### config.mk
export PLATFORM = sky130hd
export DESIGN_NAME = spip_irq_poll
export DESIGN_NICKNAME = d
export VERILOG_FILES = /design/src/spip_pkg.sv /design/src/spip_channel.sv /design/src/spip_irq_poll.sv
export SDC_FILE = /design/constraint.sdc
export NUM_CORES = 1
export LEC_CHECK = 0
export ABC_AREA = 1
export ABC_CLOCK_PERIOD_IN_PS = 3980
export BUFFER_PORTS_ARGS = -buffer_cell sky130_fd_sc_hd__buf_2
export CORE_MARGIN = 2
export CORE_UTILIZATION = 51
export DETAILED_ROUTE_END_ITERATION = 8
export GPL_TIMING_DRIVEN = 0
export HOLD_SLACK_MARGIN = 0.12
export PLACE_DENSITY_LB_ADDON = 0.05
export SLEW_MARGIN = 10
export SYNTH_ARGS = -nofsm -noshare
export SYNTH_HDL_FRONTEND = slang
export SYNTH_HIERARCHICAL = 1
export SYNTH_SLANG_ARGS = --single-unit
export TNS_END_PERCENT = 50
### constraint.sdc
create_clock -name sys_clk_i -period 3.98 [get_ports sys_clk_i]
set_input_delay 0.796 -clock sys_clk_i [delete_from_list [all_inputs] [get_ports sys_clk_i]]
set_output_delay 0.796 -clock sys_clk_i [all_outputs]
set_load 0.005 [all_outputs]
### src/spip_pkg.sv
// Shared constants and types for the shared peripheral request block
package spip_pkg;

   // ==========================================================
   // Control register bit positions (one byte per side)
   localparam int FLAG1_BIT  = 7;  // Primary flag
   localparam int FLAG2_BIT  = 6;  // Secondary flag
   localparam int DIR2_BIT   = 5;  // Secondary line direction, 1 = output
   localparam int EDGE2_BIT  = 4;  // Secondary active edge, 1 = rising
   localparam int EN2_BIT    = 3;  // Secondary enable
   localparam int EDGE1_BIT  = 1;  // Primary active edge, 1 = rising
   localparam int EN1_BIT    = 0;  // Primary enable

   // ==========================================================
   // Reset values
   localparam logic [7:0] CTRL_RST = 8'h00;
   localparam logic [1:0] SYNC_RST = 2'h0;

   // ==========================================================
   // Per-side control bundle written by the host core
   typedef struct packed {
      logic dir2;    // Secondary line is an output
      logic edge2;   // Secondary active edge
      logic en2;     // Secondary enable
      logic edge1;   // Primary active edge
      logic en1;     // Primary enable
   } spip_cfg_t;

   // Per-side flag status
   typedef struct packed {
      logic flag1;
      logic flag2;
   } spip_flags_t;

endpackage : spip_pkg

### src/spip_channel.sv
// One adapter side: edge detect, sticky flags and open-drain request
`timescale 1ns/1ns
`default_nettype none

module spip_channel
   import spip_pkg::*;
(
   // Clock and reset
   input  wire logic        sys_clk_i,
   input  wire logic        rst_n_i,
   // Control
   input  wire spip_cfg_t   cfg_i,
   input  wire logic        clear_i,
   // Synchronised line levels
   input  wire logic        line1_i,
   input  wire logic        line2_i,
   // Status
   output logic             flag1_o,
   output logic             flag2_o,
   output logic             req_o
);

   // ==========================================================
   // State
   logic prev1;
   logic prev2;
   logic flag1;
   logic flag2;
   logic req;
   logic next_flag1;
   logic next_flag2;
   logic next_req;
   logic hit1;
   logic hit2;

   // Flag next values; a new edge in the clearing cycle wins
   always_comb begin
      hit1 = cfg_i.edge1 ? (line1_i & ~prev1) : (~line1_i & prev1);
      hit2 = cfg_i.edge2 ? (line2_i & ~prev2) : (~line2_i & prev2);
      // Flag sets whatever the enable says
      next_flag1 = hit1 | (flag1 & ~clear_i);
      // Output-mode line cannot raise its flag
      next_flag2 = (hit2 & ~cfg_i.dir2) | (flag2 & ~clear_i);
      // Request only for enabled flags; clear releases it at once
      next_req = (next_flag1 & cfg_i.en1)
               | (next_flag2 & cfg_i.en2 & ~cfg_i.dir2);
   end

   // Register stage
   always_ff @(posedge sys_clk_i or negedge rst_n_i) begin
      if (!rst_n_i) begin
         prev1 <= 1'b0;
         prev2 <= 1'b0;
         flag1 <= 1'b0;
         flag2 <= 1'b0;
         req   <= 1'b0;
      end else begin
         prev1 <= line1_i;
         prev2 <= line2_i;
         flag1 <= next_flag1;
         flag2 <= next_flag2;
         req   <= next_req;
      end
   end

   assign flag1_o = flag1;
   assign flag2_o = flag2;
   assign req_o   = req;

   // ==========================================================
   // Checks
   a_flag_ignores_en: assert property (@(posedge sys_clk_i)
      disable iff (!rst_n_i) (hit1 && !cfg_i.en1) |=> flag1)
      else $error("primary flag not set while disabled");
   a_req_needs_en: assert property (@(posedge sys_clk_i)
      disable iff (!rst_n_i)
      (req && !$past(next_flag2)) |-> $past(next_flag1 && cfg_i.en1))
      else $error("request without enabled primary flag");
   a_out_no_req: assert property (@(posedge sys_clk_i)
      disable iff (!rst_n_i)
      ($past(cfg_i.dir2) && !$past(next_flag1 && cfg_i.en1)) |-> !req)
      else $error("output-mode secondary raised request");
   a_sec_req: assert property (@(posedge sys_clk_i)
      disable iff (!rst_n_i)
      (next_flag2 && cfg_i.en2 && !cfg_i.dir2) |=> req)
      else $error("enabled secondary flag gave no request");
   a_flag_sticky: assert property (@(posedge sys_clk_i)
      disable iff (!rst_n_i)
      (flag1 && !clear_i) |=> flag1)
      else $error("primary flag lost without clear");

endmodule // spip_channel

`default_nettype wire

### src/spip_irq_poll.sv
// Shared request aggregation for several parallel adapters
`timescale 1ns/1ns
`default_nettype none

// How it works
// Every side's request joins one open-drain, active-low shared line.
// Primary flag sets on each active edge even while disabled.
// Primary request drives low only when flag and enable are both 1.
// Secondary line as output gives no secondary request.
// Secondary input requests only when its enable bit is set.
// Clearing a flag releases that side's drive immediately; here the shared line is released two edges after the clear.
// Processor fetches its vector from the two maskable-request locations.
// Service code sets priority by its fixed polling order.
// Return from service unmasks, so a still-pending request is taken.
// Service code tests the disk read/write flag first.
// Display source is tested by flag only, never by enable.
// Line low with no flag set is treated as noise.
// Flags stay set until cleared; dropping enable never clears them.

// ==========================================================
// Integration notes
// Every side of every adapter has its own flag pair and its own
// request, and the block ORs the enabled requests into one pull-down
// on the shared active-low line. The polling core reads the flag
// status, picks the first pending side in its own order and pulses
// that side's clear. The block never ranks the sides: priority is
// purely the core's business, which keeps this logic flat.
// Latency from a pin edge to the line is four edges (two for the
// synchroniser, one for the flag, one for the output flop); a user
// who needs faster service must accept metastability risk instead.
// A clear releases the side two edges later unless a fresh edge
// lands in the same cycle, in which case the flag survives on
// purpose, so no event is lost between read and clear.

module spip_irq_poll
   import spip_pkg::*;
#(
   parameter int NUM_ADAPT = 4
)(
   // Clock and reset
   input  wire logic                   sys_clk_i,
   input  wire logic                   rst_n_i,
   // Per-side configuration, index 2*n = side a, 2*n+1 = side b
   input  wire spip_cfg_t [2*NUM_ADAPT-1:0] cfg_i,
   // Clearing access per side, one-cycle pulse
   input  wire logic [2*NUM_ADAPT-1:0] clear_i,
   // Control line pins from peripherals (asynchronous)
   input  wire logic [2*NUM_ADAPT-1:0] primary_line_i,
   input  wire logic [2*NUM_ADAPT-1:0] secondary_line_i,
   // Shared request pin, open drain
   input  wire logic                   irq_line_i,
   output logic                        irq_line_o,
   output logic                        irq_line_oe_o,
   // Flag status for the polling core
   output spip_flags_t [2*NUM_ADAPT-1:0] flags_o,
   output logic [2*NUM_ADAPT-1:0]      side_req_o,
   // Synchronised shared line level, low = request pending
   output logic                        irq_sense_n_o
);

   localparam int NS = 2 * NUM_ADAPT;

   // ==========================================================
   // Reset release through two flip-flops
   logic [1:0] rst_sync;
   logic       rst_n;
   always_ff @(posedge sys_clk_i or negedge rst_n_i) begin
      if (!rst_n_i) begin
         rst_sync <= SYNC_RST;
      end else begin
         rst_sync <= {rst_sync[0], 1'b1};
      end
   end
   assign rst_n = rst_sync[1];

   // ==========================================================
   // Pin synchronisers; first stage feeds only the second
   logic [NS-1:0] p1_s0, p1_s1, p2_s0, p2_s1;
   logic [1:0]    irq_s;
   always_ff @(posedge sys_clk_i or negedge rst_n) begin
      if (!rst_n) begin
         p1_s0 <= '0;
         p1_s1 <= '0;
         p2_s0 <= '0;
         p2_s1 <= '0;
         irq_s <= 2'h3;
      end else begin
         p1_s0 <= primary_line_i;
         p1_s1 <= p1_s0;
         p2_s0 <= secondary_line_i;
         p2_s1 <= p2_s0;
         irq_s <= {irq_s[0], irq_line_i};
      end
   end

   // ==========================================================
   // One channel per adapter side
   logic [NS-1:0] f1, f2, req;
   for (genvar i = 0; i < NS; i++) begin : g_side
      spip_channel u_ch (
         .sys_clk_i (sys_clk_i),
         .rst_n_i   (rst_n),
         .cfg_i     (cfg_i[i]),
         .clear_i   (clear_i[i]),
         .line1_i   (p1_s1[i]),
         .line2_i   (p2_s1[i]),
         .flag1_o   (f1[i]),
         .flag2_o   (f2[i]),
         .req_o     (req[i])
      );
   end

   // ==========================================================
   // Wired-OR of all sides onto the shared active-low line
   logic              drive;
   logic              next_drive;
   spip_flags_t [NS-1:0] flags;
   always_comb begin
      next_drive = |req;
      for (int k = 0; k < NS; k++) begin
         flags[k].flag1 = f1[k];
         flags[k].flag2 = f2[k];
      end
   end

   // Output registers; pin only ever pulled low, never driven high
   always_ff @(posedge sys_clk_i or negedge rst_n) begin
      if (!rst_n) begin
         drive         <= 1'b0;
         flags_o       <= '0;
         side_req_o    <= '0;
         irq_sense_n_o <= 1'b1;
      end else begin
         drive         <= next_drive;
         flags_o       <= flags;
         side_req_o    <= req;
         irq_sense_n_o <= irq_s[1];
      end
   end

   assign irq_line_o    = 1'b0;
   assign irq_line_oe_o = drive;

   // ==========================================================
   // Checks
   a_wired_drive: assert property (@(posedge sys_clk_i)
      disable iff (!rst_n) (|req) |=> irq_line_oe_o)
      else $error("pending side did not pull shared line");
   a_clear_release: assert property (@(posedge sys_clk_i)
      disable iff (!rst_n)
      (!(|req)) |=> !irq_line_oe_o)
      else $error("shared line held with nothing pending");
   a_low_only: assert property (@(posedge sys_clk_i)
      disable iff (!rst_n) irq_line_oe_o |-> (irq_line_o == 1'b0))
      else $error("shared line driven high");

   // ==========================================================
   // Output mirrors; the polling core must see exactly what the
   // channels held one edge earlier, never a half-settled value
   a_flags_mirror: assert property (@(posedge sys_clk_i)
      disable iff (!rst_n) flags_o == $past(flags))
      else $error("flag status copy out of step");
   a_side_mirror: assert property (@(posedge sys_clk_i)
      disable iff (!rst_n) side_req_o == $past(req))
      else $error("side request copy out of step");
   a_oe_matches: assert property (@(posedge sys_clk_i)
      disable iff (!rst_n) irq_line_oe_o == (|side_req_o))
      else $error("line drive differs from side requests");

   // Sense path is three edges deep; the first edges after reset
   // still carry the reset value, so they are skipped
   a_sense_follow: assert property (@(posedge sys_clk_i)
      disable iff (!rst_n)
      $past(rst_n, 3) |-> (irq_sense_n_o == $past(irq_line_i, 3)))
      else $error("shared line sense lags or leads");

   // ==========================================================
   // Per-side checks, one copy for every adapter side
   for (genvar j = 0; j < NS; j++) begin : g_chk
      // A side with no enabled source must leave the line alone
      a_quiet_side: assert property (@(posedge sys_clk_i)
         disable iff (!rst_n)
         (!cfg_i[j].en1 && (!cfg_i[j].en2 || cfg_i[j].dir2))
         |=> !req[j])
         else $error("disabled side raised its request");
      // Output-mode secondary line can never raise its flag
      a_dir_blocks: assert property (@(posedge sys_clk_i)
         disable iff (!rst_n)
         (cfg_i[j].dir2 && !f2[j]) |=> !f2[j])
         else $error("output-mode secondary flag set");
      // Secondary flag is as sticky as the primary one
      a_sec_sticky: assert property (@(posedge sys_clk_i)
         disable iff (!rst_n)
         (f2[j] && !clear_i[j]) |=> f2[j])
         else $error("secondary flag lost without clear");
      // A clear with quiet pins drops flags and request together;
      // a pin that moved may carry a new edge, which must win
      a_clear_frees: assert property (@(posedge sys_clk_i)
         disable iff (!rst_n)
         (clear_i[j] && $stable(p1_s1[j]) && $stable(p2_s1[j]))
         |=> (!req[j] && !f1[j] && !f2[j]))
         else $error("clear did not release the side");
   end

endmodule // spip_irq_poll

`default_nettype wire

==> impl_metrics.toml <==
[drt]
vias_per_cell = 4.386
postRouteAntennaNets = 0
vias = 2114
initialDrtViolationCount = 80
wl_mm = 5.356
wl_per_cell_um = 11.11
firstDrtPassIters = 4
drc = 0

[yosys]
synthCells = 296
yosysWarnings = 6
synth_top_area_cell = "dfrtp_1"
synthXorXnorAreaFrac_pct = 0
netlist_area_um2 = 3448
yosys_register_bits = 102
ys_types = 10
netlist_top_cells_area = "dfrtp_1 (72%), nand2_1 (9.3%), inv_1 (6.1%), nand2_2 (2.9%), o211ai_2 (2.9%)"
synthAdderAreaFrac_pct = 0
yosys.area_share.simple_pct = 16.44
syn-num-nets = 363
synth_top_family_by_area = "simple AND/OR/NAND/NOR gates"
synth_compound_area_share_pct = 2.903
syn_area_per_cell_um2 = 11.65
synth_mux_area_share_pct = 0
synth-seq-area-share_pct = 74.13
synth_top_area_share_pct = 71.84

[critical_path]
path_cells = "buf_2"
cp_top_family = "flip-flops"
path_max_fanout = 1
critical_path_class = "reg2out"
critPathLaunchType = "flip-flop"
cp-end-kind = "output pin"
cpPeakStageDelay_ps = 520
critPathRequiredTime_ps = 3180
cp.arrival_ps = 970
crit_buf_inv = 1
slowest_stage = "dfstp_2"

[global_route]
grt_first_pass_wirelength_mm = 9.411
track_usage_pct = 16.53
grt_pass1_vias = 2242
grt-ovfl-total = 0
grt_max_degree = 57
antenna_found_initial = 0

[power_and_ir_drop]
power_density_nw_per_um2 = 471.9
comb_power_share_pct = 8.0
intPower_mw = 1.549
leakage_nw = 2.372
power_frac_seq_pct = 57.7
ir_drop_uv = 272.9
swShare_pct = 22.79
switchingPower_mw = 0.4571
clkPwrFrac_pct = 34.4

[timing]
timing.fmax_mhz = 565.4
min_period_ps = 1769
finalHoldViolCount = 0
tightest_slew_ps = 565.2
worst_slack_ps = 2211
relSlewSlack_pct = 62.32
grt_setup_unrepaired = "no"
finClkSkew_ps = 7.917
setup_viol = 0
finalMaxSlewViolations = 0
whs_ps = 205.4
period_share_pct = 44.44

[cts]
cts_root_buf = "clkbuf_8"
cts_sinks = 102
cts_tree = "built"
hold_buffers = 0
path_clk_slew_ps = 100
cts_max_level = 3
clock_latency_ps = 350
cts_setup_buffers = 0
cts-resized-gates = 0
cts_max_path_buffers = 2
numCtsBuffers = 9

[status]
outcome = "finished clean"

[place]
pre_cts_ws_ps = 2600
portBuffers = 92
hpwl_mm = 3.815
gp_congestion = 0.8313

[cells_and_area]
regMostFlops = "flags_o"
antenna_cells = 0
area_growth_syn_to_layout_pct = 23.29
largest_register_ffs = 16
drive_above_1_share_pct = 35.56
post-route-util_pct = 65.83
nets = 467
fillers = 536

[die]
ios = 94
die_height_um = 86.23
fp-row-count = 29
start_util_pct = 53.39
dieArea_um2 = 7435
die_w_um = 86.23
coreArea_um2 = 6459

[flow_run]
max_cap_violations = 0

[min_path]
hold_path_class = "in2async"
## layout by cell type (no fill, tap or decap), drive strengths merged
master and count:
nand2 101, nor2 18, conb 2, o211ai 8, buf 94, dfrtp 99
dfstp 3, inv 56, clkbuf 11, clkinv 1, bufinv 2, clkinvlp 2
nand3 8
## final timing paths
kind	from	slack (ps)	cells past startpoint	endpoint
min in group sys_clk_i	p2_s0[7]	350	0	p2_s1[7]
worst max-delay path	irq_sense_n_o	2210	1	irq_sense_n_o
worst min-delay path	rst_n_i	210	1	rst_sync[1]
max in group asynchronous	rst_sync[1]	2930	1	irq_s[0]
worst min register to register	rst_sync[1]	330	0	p2_s0[5]
worst max register to register	rst_sync[1]	2930	1	irq_s[0]
## Yosys cell counts
| master | number |
|---|---|
| o211ai_2 | 8 |
| buf_4 | 1 |
| nand2_1 | 85 |
| conb_1 | 2 |
| inv_1 | 56 |
| dfrtp_1 | 99 |
| dfstp_2 | 3 |
| nand3_2 | 8 |
| nand2_2 | 16 |
| nor2_1 | 18 |
## area by class of cell
cell class                      instances  area [um^2]  area share (%)
Buffer                                  1        7.507          0.1766
Multi-Input combinational cell        137        674.4           15.86
Timing Repair Buffer                   93        488.0           11.48
Sequential cell                       102         2560           60.21
Clock buffer                           11        131.4           3.090
Tap cell                               77        96.34           2.266
Clock inverter                          5        83.83           1.972
Inverter                               56        210.2           4.944
## cell families after synthesis
kind of cell / after synthesis
simple gates: 127
other cells: 2
flops: 102
compound gates: 8
buf+inv: 57
## metrics by stage
stage               instances  power (mW)  area [um^2]  TNS [ps]
floorplan                 296       1.252         3448         0
detailed placement        466       1.342         4036         0
finish                    482       2.006         4252         0
global route              482       2.102         4252         0
CTS                       482       2.031         4252         0
global placement          465       1.330         4005     -5046
## layer usage
metal | GRT usage [%] | wire length (um)
met1 | 19.63 | 2289
met2 | 27.70 | 2566
met3 | 4.095 | 336
met4 | 9.233 | 163
met5 | 0 | 0
## power groups by stage
stage / Clock (mW) / Combinational, mW / Sequential [mW]
after floorplan: 0 / 0.0707 / 1.18
after detailed placement: 0 / 0.163 / 1.18
final: 0.689 / 0.160 / 1.16
after global routing: 0.747 / 0.185 / 1.17
after CTS: 0.707 / 0.164 / 1.16
after global placement: 0 / 0.145 / 1.19
Power figures use the tool's default switching activity.
